$ cat config.mk
export PLATFORM = sky130hd
export DESIGN_NAME = fsp_regs
export DESIGN_NICKNAME = d
export VERILOG_FILES = /design/src/verilog/fsp_pkg.sv /design/src/verilog/fsp_regs.sv
export VERILOG_INCLUDE_DIRS = /design/src /design/src/verilog
export SDC_FILE = /design/constraint.sdc
export NUM_CORES = 1
export LEC_CHECK = 0
export ABC_CLOCK_PERIOD_IN_PS = 3800
export BUFFER_PORTS_ARGS = -buffer_cell sky130_fd_sc_hd__clkbuf_2
export CORE_MARGIN = 5
export CORE_UTILIZATION = 45
export CTS_CLUSTER_DIAMETER = 30
export DETAILED_ROUTE_END_ITERATION = 7
export GPL_TIMING_DRIVEN = 0
export PLACE_DENSITY = 0.65
export SYNTH_ARGS = -nofsm -noshare
export SYNTH_HDL_FRONTEND = slang
export SYNTH_SLANG_ARGS = --single-unit
$ cat constraint.sdc
create_clock -name clock_in -period 3.8 [get_ports clock_in]
set_input_delay 0.19 -clock clock_in [delete_from_list [all_inputs] [get_ports clock_in]]
set_output_delay 0.19 -clock clock_in [all_outputs]
set_load 0.01 [all_outputs]
$ cat src/verilog/fsp_map.svh
// offsets, field positions and fixed counts of the sweep profile block
`ifndef FSP_MAP_SVH
`define FSP_MAP_SVH

// register port offsets
`define FSP_OFS_PROG      4'h0
`define FSP_OFS_STATUS    4'h1
`define FSP_OFS_FREQ_LO   4'h2
`define FSP_OFS_FREQ_HI   4'h3

// widths
`define FSP_BUS_AW        4
`define FSP_WORD_W        16
`define FSP_HALF_W        12
`define FSP_FREQ_W        24
`define FSP_STEP_W        23
`define FSP_TICK_W        16

// programming word fields
`define FSP_ADDR_MSB      15
`define FSP_ADDR_LSB      12
`define FSP_DATA_MSB      11
`define FSP_FULL_BIT      11
`define FSP_INCSRC_BIT    5
`define FSP_STATUS_PULSE_SELECT_BIT   3
`define FSP_SYNCEN_BIT    2
`define FSP_DIR_BIT       11
`define FSP_STEPHI_MSB    10

// address field codes
`define FSP_CODE_CTRL     4'h0
`define FSP_CODE_COUNT    4'h1
`define FSP_CODE_STEP_LO  4'h2
`define FSP_CODE_STEP_HI  4'h3
`define FSP_CODE_START_LO 4'hc
`define FSP_CODE_START_HI 4'hd

// status word bits
`define FSP_ST_RUN_BIT    0
`define FSP_ST_EOS_BIT    1
`define FSP_ST_DONE_BIT   2
`define FSP_ST_SYNC_BIT   3

// sync pulse length in master clock periods, and unit increments
`define FSP_PULSE_CYCLES  3'h4
`define FSP_PULSE_ONE     3'h1
`define FSP_COUNT_ONE     12'h001
`define FSP_TICK_ONE      16'h0001

`endif

$ cat src/verilog/fsp_pkg.sv
// types of the sweep profile block
`include "fsp_map.svh"

package fsp_pkg;

  typedef enum logic [1:0] {
    FSP_IDLE = 2'b00,
    FSP_RUN  = 2'b01,
    FSP_DONE = 2'b11
  } fsp_scan_t;

  typedef struct packed {
    logic full_word_load;
    logic increment_source_select;
    logic status_pulse_select;
    logic status_output_enable;
  } fsp_ctrl_t;

  typedef struct packed {
    logic [`FSP_BUS_AW-1:0] addr;
    logic [`FSP_WORD_W-1:0] wdata;
    logic                   wr;
    logic                   rd;
  } fsp_bus_req_t;

  typedef struct packed {
    logic                   oe;
    logic                   level;
  } fsp_pin_t;

  typedef struct packed {
    fsp_ctrl_t              ctrl;
    logic [`FSP_FREQ_W-1:0] start_frequency;
    logic [`FSP_HALF_W-1:0] start_hold;
    logic                   start_hold_valid;
    logic [`FSP_STEP_W-1:0] step_mag;
    logic                   step_down;
    logic [`FSP_HALF_W-1:0] step_hold;
    logic                   step_hold_valid;
    logic [`FSP_HALF_W-1:0] step_count;
    logic [`FSP_HALF_W-1:0] steps_done;
    logic [`FSP_FREQ_W-1:0] freq;
    fsp_scan_t              scan;
    logic                   running;
    logic [2:0]             trig_sync;
    logic                   trig_level;
    logic [`FSP_TICK_W-1:0] tick;
    logic [2:0]             pulse_left;
    logic                   end_of_sweep;
    fsp_pin_t               pin;
    logic [`FSP_WORD_W-1:0] rd_data;
  } fsp_state_t;

endpackage

$ cat src/verilog/fsp_regs.sv
// frequency sweep profile registers with scan stepping and status pin
//
// Overview of operation
// - D5 picks trigger-pin or automatic increments
// - sync select only matters when enabled
// - select one: high at end, low at restart
// - select zero: four-clock pulse per increment
// - enable bit drives pin, else released
// - full load off: halves update independently
// - codes 1100 and 1101 address start halves
// - scan first outputs start frequency
// - each increment adds signed step
// - scan ends after count steps
// - step magnitude 23 bits over two words
// - step high D11 sets sweep direction
// - count is twelve bits at code 0001
// - full load holds the low half until the high half is written
// - trigger rising edge starts the scan
//
// Chosen here: the register offsets and the strobed register port.
`timescale 1ns/1ps
`include "fsp_map.svh"

module fsp_regs
  import fsp_pkg::*;
#(
  parameter int unsigned AUTO_INTERVAL = 16
) (
  // clock and reset
  input  wire logic                   clock_in,
  input  wire logic                   rst_n_in,
  // register port
  input  wire fsp_bus_req_t           bus_req_in,
  output logic [`FSP_WORD_W-1:0]      rd_data_out,
  // external trigger pin
  input  wire logic                   trigger_pin_in,
  // status pin, three signals
  input  wire logic                   status_output_pin_in,
  output logic                        status_output_pin_out,
  output logic                        status_output_pin_oe_out,
  // present frequency word and scan state
  output logic [`FSP_FREQ_W-1:0]      freq_out,
  output logic                        scanning_out
);

  localparam logic [`FSP_TICK_W-1:0] TICK_LAST =
    `FSP_TICK_W'(AUTO_INTERVAL) - `FSP_TICK_ONE;

  fsp_state_t s_reg;
  fsp_state_t s_next;

  logic [`FSP_ADDR_MSB-`FSP_ADDR_LSB:0] code;
  logic [`FSP_HALF_W-1:0]               half;
  logic [`FSP_FREQ_W-1:0]               delta;
  logic [`FSP_HALF_W-1:0]               done_plus;
  logic                                 trig_stable;
  logic                                 trig_rise;
  logic                                 start_scan;
  logic                                 incr;
  logic                                 last_step;

  // the pin is only driven, never sampled
  logic                                 unused_pin;
  assign unused_pin = status_output_pin_in;

  always_comb begin
    s_next = s_reg;
    code   = bus_req_in.wdata[`FSP_ADDR_MSB:`FSP_ADDR_LSB];
    half   = bus_req_in.wdata[`FSP_DATA_MSB:0];
    delta  = {1'b0, s_reg.step_mag};

    // three-stage sampler; a change counts once stages two and three agree
    s_next.trig_sync = {s_reg.trig_sync[1:0], trigger_pin_in};
    trig_stable      = s_reg.trig_sync[1] == s_reg.trig_sync[2];
    trig_rise        = trig_stable & s_reg.trig_sync[1] & ~s_reg.trig_level;
    if (trig_stable) begin
      s_next.trig_level = s_reg.trig_sync[1];
    end

    // programming words; reserved and unused codes fall through
    if (bus_req_in.wr && bus_req_in.addr == `FSP_OFS_PROG) begin
      unique case (code)
        `FSP_CODE_CTRL: begin
          // reserved ones are not checked, only ignored
          s_next.ctrl.full_word_load          = bus_req_in.wdata[`FSP_FULL_BIT];
          s_next.ctrl.increment_source_select = bus_req_in.wdata[`FSP_INCSRC_BIT];
          s_next.ctrl.status_pulse_select     = bus_req_in.wdata[`FSP_STATUS_PULSE_SELECT_BIT];
          s_next.ctrl.status_output_enable    = bus_req_in.wdata[`FSP_SYNCEN_BIT];
          // a control write re-arms a finished scan
          if (s_reg.scan == FSP_DONE) begin
            s_next.scan = FSP_IDLE;
          end
        end
        `FSP_CODE_COUNT: begin
          s_next.step_count = half;
        end
        `FSP_CODE_STEP_LO: begin
          if (s_reg.ctrl.full_word_load) begin
            s_next.step_hold       = half;
            s_next.step_hold_valid = 1'b1;
          end else begin
            s_next.step_mag[`FSP_HALF_W-1:0] = half;
          end
        end
        `FSP_CODE_STEP_HI: begin
          s_next.step_down = bus_req_in.wdata[`FSP_DIR_BIT];
          s_next.step_mag[`FSP_STEP_W-1:`FSP_HALF_W] =
            bus_req_in.wdata[`FSP_STEPHI_MSB:0];
          if (s_reg.ctrl.full_word_load && s_reg.step_hold_valid) begin
            s_next.step_mag[`FSP_HALF_W-1:0] = s_reg.step_hold;
            s_next.step_hold_valid           = 1'b0;
          end
        end
        `FSP_CODE_START_LO: begin
          if (s_reg.ctrl.full_word_load) begin
            s_next.start_hold       = half;
            s_next.start_hold_valid = 1'b1;
          end else begin
            s_next.start_frequency[`FSP_HALF_W-1:0] = half;
          end
        end
        `FSP_CODE_START_HI: begin
          s_next.start_frequency[`FSP_FREQ_W-1:`FSP_HALF_W] = half;
          if (s_reg.ctrl.full_word_load && s_reg.start_hold_valid) begin
            s_next.start_frequency[`FSP_HALF_W-1:0] = s_reg.start_hold;
            s_next.start_hold_valid                 = 1'b0;
          end
        end
        default: begin
          s_next.scan = s_next.scan;
        end
      endcase
    end

    // scan sequencing
    start_scan = 1'b0;
    incr       = 1'b0;
    done_plus  = s_reg.steps_done + `FSP_COUNT_ONE;
    last_step  = done_plus >= s_reg.step_count;
    unique case (s_reg.scan)
      FSP_IDLE: begin
        if (trig_rise) begin
          start_scan          = 1'b1;
          s_next.scan         = FSP_RUN;
          s_next.freq         = s_reg.start_frequency;
          s_next.steps_done   = '0;
          s_next.tick         = '0;
          s_next.end_of_sweep = 1'b0;
        end
      end
      FSP_RUN: begin
        if (s_reg.ctrl.increment_source_select) begin
          incr = trig_rise;
        end else begin
          incr = s_reg.tick == TICK_LAST;
          s_next.tick = incr ? '0 : s_reg.tick + `FSP_TICK_ONE;
        end
        if (incr) begin
          // wraps modulo the word width, as a phase accumulator would
          s_next.freq = s_reg.step_down ? s_reg.freq - delta
                                        : s_reg.freq + delta;
          s_next.steps_done = done_plus;
          if (last_step) begin
            s_next.scan         = FSP_DONE;
            s_next.end_of_sweep = 1'b1;
          end
        end
      end
      FSP_DONE: begin
        s_next.freq = s_reg.freq;
      end
      default: begin
        // unused code: fall back to idle rather than lock up
        s_next.scan = FSP_IDLE;
      end
    endcase

    // sync pulse: loaded on every increment, counts down to zero
    if (incr) begin
      s_next.pulse_left = `FSP_PULSE_CYCLES;
    end else if (s_reg.pulse_left != '0) begin
      s_next.pulse_left = s_reg.pulse_left - `FSP_PULSE_ONE;
    end

    // a new scan drops a pulse still counting, before the pin level is formed
    if (start_scan) begin
      s_next.pulse_left = '0;
    end
    s_next.running = s_next.scan == FSP_RUN;

    s_next.pin.oe = s_next.ctrl.status_output_enable;
    if (!s_next.ctrl.status_output_enable) begin
      s_next.pin.level = 1'b0;
    end else if (s_next.ctrl.status_pulse_select) begin
      s_next.pin.level = s_next.end_of_sweep;
    end else begin
      s_next.pin.level = s_next.pulse_left != '0;
    end

    // read data stands one cycle after the strobe, zero otherwise
    s_next.rd_data = '0;
    if (bus_req_in.rd) begin
      unique case (bus_req_in.addr)
        `FSP_OFS_STATUS: begin
          s_next.rd_data[`FSP_ST_RUN_BIT]  = s_reg.scan == FSP_RUN;
          s_next.rd_data[`FSP_ST_EOS_BIT]  = s_reg.end_of_sweep;
          s_next.rd_data[`FSP_ST_DONE_BIT] = s_reg.scan == FSP_DONE;
          s_next.rd_data[`FSP_ST_SYNC_BIT] = s_reg.pin.level;
        end
        `FSP_OFS_FREQ_LO: begin
          s_next.rd_data[`FSP_HALF_W-1:0] = s_reg.freq[`FSP_HALF_W-1:0];
        end
        `FSP_OFS_FREQ_HI: begin
          s_next.rd_data[`FSP_HALF_W-1:0] =
            s_reg.freq[`FSP_FREQ_W-1:`FSP_HALF_W];
        end
        default: begin
          s_next.rd_data = '0;
        end
      endcase
    end

  end

  always_ff @(posedge clock_in) begin
    if (!rst_n_in) begin
      s_reg <= '0;
    end else begin
      s_reg <= s_next;
    end
  end

  assign rd_data_out              = s_reg.rd_data;
  assign status_output_pin_out    = s_reg.pin.level;
  assign status_output_pin_oe_out = s_reg.pin.oe;
  assign freq_out                 = s_reg.freq;
  assign scanning_out             = s_reg.running;

endmodule

== Word-level counts from Yosys, hierarchy flattened ==
Cells that the tools add are included.

* Add/subtract/negate cells: 5
* Order comparisons: 1
* Eq/ne operators: 22
* Muxes and demuxes: 48
* Bitwise gates (word level): 3
* Reduce and logical (&&, ||, !) cells: 25

{| class="wikitable"
|+ Operators by type and width
! cell !! count
|-
| two-way mux 88 bit || 1
|-
| two-way mux 12 bit || 7
|-
| two-way mux 38 bit || 2
|-
| case mux 12 bit (2 select lines) || 3
|-
| two-way mux 16 bit || 3
|-
| case mux 24 bit (2 select lines) || 1
|-
| case mux 16 bit (2 select lines) || 1
|-
| two-way mux 13 bit || 2
|-
| adder 24 x 23 -> 24 bit || 1
|-
| two-way mux 24 bit || 1
|-
| subtractor 24 x 23 -> 24 bit || 1
|-
| != test 2 bit (second input constant) || 9
|-
| adder 16 x 1 -> 16 bit (second input constant) || 1
|-
| equality test 16 x 4 -> 1 bit (second input constant) || 1
|-
| equality test 4 x 2 -> 1 bit (second input constant) || 4
|-
| case mux 8 bit (2 select lines) || 1
|-
| AND reduction 4 bit || 4
|-
| adder 12 x 1 -> 12 bit (second input constant) || 1
|-
| greater-or-equal comparator 12 bit || 1
|-
| two-way mux 1 bit || 12
|-
| case mux 4 bit (3 select lines) || 1
|-
| AND reduction 2 bit || 6
|-
| AND reduction 3 bit || 4
|-
| two-way mux 11 bit || 1
|-
| 17 further kinds || 35
|}

* Register bits after elaboration: 170
* Bits of input ports: 26
* Output and inout port bits: 43
* Logic and storage cells: 130

== Longest topological paths before layout ==
* Word-level depth: 10
* Gate-level depth with buffers: 16
* Depth with buffers taken out: 15

== Least setup slack after synthesis ==
Ideal clock, no wire load.

* Kind: register to register
* Start point: register s_reg, in the netlist delta[2]
* End point: register s_reg, in the netlist freq_out[23]
* Library setup time: 0.132 ns
* Arrival: 3.036 ns
* Required time: 3.668 ns
* Setup slack: 0.633 ns
* Stages on the path, launching flop included: 16
* Buffers on the path: 1
* Period minus slack after synthesis: 3.167 ns
* Cell sequence: dfxtp_1 -> nor4_1 -> and2_1 -> and3b_1 -> a21o_1 -> o21ai_0 -> xnor2_1 -> ha_1 -> clkbuf_1 -> nand2_1 -> nor3_1 -> a32oi_1 -> a31oi_1 -> a41oi_1 -> xnor2_1 -> o22ai_1

* Longest elaborated chain between the ends: 4
* Elaborated cells between the ends (all ways): 5
* Classes of those cells: 2 x add/sub; 3 x mux

{| class="wikitable"
|+ Ends and longest elaborated chain
! item !! line !! text
|-
| start, declared || fsp_regs.sv:49 || <nowiki>fsp_state_t s_reg;</nowiki>
|-
| start signal, assigned || fsp_regs.sv:229 || <nowiki>s_reg <= s_next;</nowiki>
|-
| adder 24 x 23 -> 24 bit / subtractor 24 x 23 -> 24 bit (equally long branches) || fsp_regs.sv:161, fsp_regs.sv:160 ||
|-
| two-way mux 24 bit (*) || fsp_regs.sv:160 || <nowiki>s_next.freq = s_reg.step_down ? s_reg.freq - delta</nowiki>
|-
| two-way mux 38 bit (*) || fsp_regs.sv:158 || <nowiki>if (incr) begin</nowiki>
|-
| case mux 24 bit (2 select lines) (*) || fsp_regs.sv:140 || <nowiki>unique case (s_reg.scan)</nowiki>
|}

Mark *: on every way between the ends. The rest lies on a longest branch, timed or not. The select of a mux whose other input is x is not followed.
A chain may end at the register's enable or synchronous reset.

== Worst setup path in the final report ==
* Start point: register s_reg, in the netlist delta[2]
* End point: register s_reg, in the netlist freq_out[18]

The elaborated chain is that of the path after synthesis.

==> flow_summary_export.csv <==
group,metric,value,unit
synth,yosysWarningCount,0,
finish,multi_input_area,5250,um2
power_and_ir_drop,intPower,2.82,mW
global_routing,grt_max_degree,17,
synth,synth_commonest_cells,"dfxtp_1, nand2_1, nor2_1",
worst_setup_path,cp-startpoint,"delta[2]$_SDFFE_PN0P_",
hold_path,hold_path_class,"in -> reg",
worst_setup_path,critical_path_class,"reg -> reg",
power_and_ir_drop,clkPwrFrac,46.7,%
die,die_h,154,um
placement,place_hpwl,20200,um
synth,ys_seq_elements,166,
timing,worst-slew-pin-transition,0.817,ns
clock_network,insertion_delay,0.44,ns
timing,relSlewSlack,45.5,%
synth,synth_cells,1169,
synth,ys_top_cells_by_area,"dfxtp_1, nand2_1, a21oi_1",
die,rows,52,
placement,gp_congestion,0.934,
drt,dr.pass1.iters,5,
worst_setup_path,cp-start-kind,"flip-flop",
timing,period_minus_slack,3.51,ns
worst_setup_path,cp_slowest_cell,"or3_1",
power_and_ir_drop,ir_drop,0.000292,V
worst_setup_path,crit_chain,"nor4_4, and2_1, nor2_1, xnor2_2, ha_1, a211oi_2, o21bai_1, a21o_1, or3_1, a31oi_1, xor2_1, a311oi_1",
global_routing,first_global_vias,7568,
drt,routed_wl,27100,um
worst_setup_path,critPathMaxFanout,6,
finish,drive_gt1_share,13.3,%
power_and_ir_drop,leakagePower,4.22,nW
clock_network,clock_sinks,166,
placement,pre_cts_slack,-0.0451,ns
clock_network,clockRootBuffer,"clkbuf_16",
drt,drtIter0Drc,552,
placement,place_inst,1498,
worst_setup_path,reg2reg_from,"delta[2]$_SDFFE_PN0P_",
worst_setup_path,critPathMaxStageDelay,0.42,ns
worst_setup_path,worstPathRequired,4.11,ns
drt,vias,8473,
timing,maxSlewViolCount,0,
clock_network,clk_path_buf_depth,2,
synth,syn_area,9270,um2
global_routing,overflow,0,
worst_setup_path,cp_num_buf_inv,0,
die,die_x,154,um
die,num_io_pins,69,
power_and_ir_drop,combPwrFrac,6.6,%
die,die-area,23600,um2
synth,avgSynthCellArea,7.93,um2
drt,wl_per_cell,17.7,um
timing,fin_crit_sh,92.3,%
clock_network,cts_tree,"done",
timing,finClkSkew,0.00808,ns
clock_network,cts_buffers,17,
timing,setup_slack,0.293,ns
die,coreArea,20200,um2
hold_path,min_from,"bus_req_in[2]",
worst_setup_path,cp.arrival,3.82,ns
synth,ys.flop_type,"dfxtp_1",
worst_setup_path,worstReg2RegEnd,"freq_out[18]$_SDFFE_PN0P_",
synth,synth_top_area_cell,"dfxtp_1",
clock_network,cts_max_level,4,
global_routing,grt_pass1_wl,41500,um
timing,hold_viol,0,
timing,rsz0062_at_grt,"no",
global_routing,antenna_found_initial,0,
worst_setup_path,reg2reg_depth,12,
timing,max_freq,285,MHz
timing,finalSetupViolations,0,
synth,ys_seq_area_share,35.9,%
synth,synth.distinct_cells,63,
drt,drc_errors,0,
finish,area_growth_syn_to_layout,13.6,%
run,max_cap_violations,0,
finish,seq_area,3320,um2
power_and_ir_drop,swShare,24.7,%
die,initial_core_util,45.8,%
synth,synth_edf_count,0,
finish,final_cells,1531,
placement,io_buffer_count,56,
drt,ant_nets,0,
hold_path,hold_end,"s_reg[94]$_SDFFE_PN0P_",
power_and_ir_drop,p_per_area,356,nW/um2
power_and_ir_drop,power.total,3.74,mW
status,status,"finished, final reports clean",
worst_setup_path,r2r_slack,0.29,ns
synth,async_flop_share,0,%
finish,largest_register_ff_count,102,
hold_path,min_path_cells,3,
drt,vias_per_cell,5.53,
power_and_ir_drop,power_frac_seq,46.7,%
clock_network,clk_pin_slew,0.07,ns
worst_setup_path,crit_family,"simple AND/OR/NAND/NOR gates",
synth,synth_top_area_share,35.9,%
finish,nets,1316,
finish,fillers,1984,
power_and_ir_drop,power.switching,0.925,mW
global_routing,grt_util_all_layers,22.3,%
worst_setup_path,end_kind,"flip-flop",
[cells by family after synthesis]
group / Yosys count / synth area share, %
and+or+nand+nor: 445 / 21.6
AOI/OAI and AO/OA: 270 / 18.5
DFF: 166 / 35.9
buffers and inverters: 144 / 7.97
xor gates and xnor gates: 61 / 5.77
adders and majority gates: 43 / 5.89
muxes: 39 / 4.37
other: 1 / 0.0405
[power by group through the flow]
stage / Clock, mW / Sequential, mW / Combinational, mW
6_report: 1.75 / 1.75 / 0.247
5_1_grt: 1.84 / 1.75 / 0.267
4_1_cts: 1.77 / 1.75 / 0.244
3_5_place_dp: 0 / 1.79 / 0.242
3_3_place_gp: 0 / 1.79 / 0.241
2_1_floorplan: 0 / 1.78 / 0.158
[routing by layer]
layer | track usage (%) | routed length, um
met5 | 0 | 0
met1 | 31.2 | 12700
met2 | 33.5 | 11700
met4 | 9.55 | 911
met3 | 4.19 | 1810
[worst max-delay path by stage]
stage / to / slack [ns] / cells past startpoint
after CTS: freq_out[23]$_SDFFE_PN0P_ / 0.06 / 15
after global routing: freq_out[23]$_SDFFE_PN0P_ / 0.06 / 14
final: freq_out[18]$_SDFFE_PN0P_ / 0.29 / 12
after detailed placement: freq_out[23]$_SDFFE_PN0P_ / -0.05 / 15
after global placement: freq_out[23]$_SDFFE_PN0P_ / -0.01 / 15
after floorplan: freq_out[23]$_SDFFE_PN0P_ / 0.63 / 15
[layout by cell type, fill, tap and decap left out, types with 6 or more instances in the layout]
master | netlist | layout
o211ai_1 | 6 | 6
and3_1 | 14 | 14
clkbuf_1 | 52 | 52
a21oi_1 | 120 | 120
a31oi_1 | 13 | 13
ha_1 | 42 | 42
nor2b_1 | 6 | 6
a311oi_1 | 17 | 17
a22oi_1 | 12 | 12
o21ai_0 | 37 | 35
clkbuf_2 | 0 | 56
nand3_1 | 45 | 45
nand2_1 | 166 | 166
mux2i_1 | 33 | 33
o21a_1 | 6 | 6
or3_1 | 9 | 9
inv_1 | 33 | 33
clkbuf_16 | 0 | 17
a211oi_1 | 8 | 8
xnor2_1 | 38 | 37
dfxtp_1 | 166 | 166
nand4_1 | 11 | 11
buf_4 | 42 | 42
nor2_1 | 134 | 134
and2_1 | 11 | 11
a21o_1 | 14 | 14
buf_2 | 14 | 14
nand2b_1 | 10 | 10
nor3_1 | 13 | 12
xor2_1 | 23 | 23
[cell type report]
type                            instances  area share [%]
Multi-Input combinational cell        862            49.9
Sequential cell                       166            31.6
Buffer                                110            5.80
Clock buffer                           19            4.21
Tap cell                              270            3.21
Timing Repair Buffer                   57            2.76
Clock inverter                         13            1.40
Inverter                               33            1.18
Antenna cell                            1          0.0238
[worst register-to-register path: cells and delay by family (launching register included)]
| kind | cells | cell delay (ns) |
|---|---|---|
| flip-flops | 1 | 0.40 |
| AO/OA/AOI/OAI | 5 | 0.96 |
| AND/OR/NAND/NOR | 4 | 1.10 |
| XOR/XNOR | 2 | 0.53 |
| adder cells (fa/ha/maj) | 1 | 0.38 |
[what timing repair did]
action                     in CTS  in global routing
resized for setup               1                  6
hold buffers                    1                  0
buffers inserted                0                  0
setup endpoints to repair       1                  3
gates cloned                    0                  0
hold endpoints to repair        1                  0
[metrics by stage]
step	area [um2]	setup TNS [ns]	utilization, %	hold slack [ns]
floorplan	9280	0	-	0.317
global placement	9900	-0.0129	48.9	0.403
detailed placement	9900	-0.0451	48.9	0.411
CTS	10500	0	51.9	0.117
global route	10500	0	52.0	0.141
finish	10500	0	52.0	0.123
(Power assumes the default switching activity.)
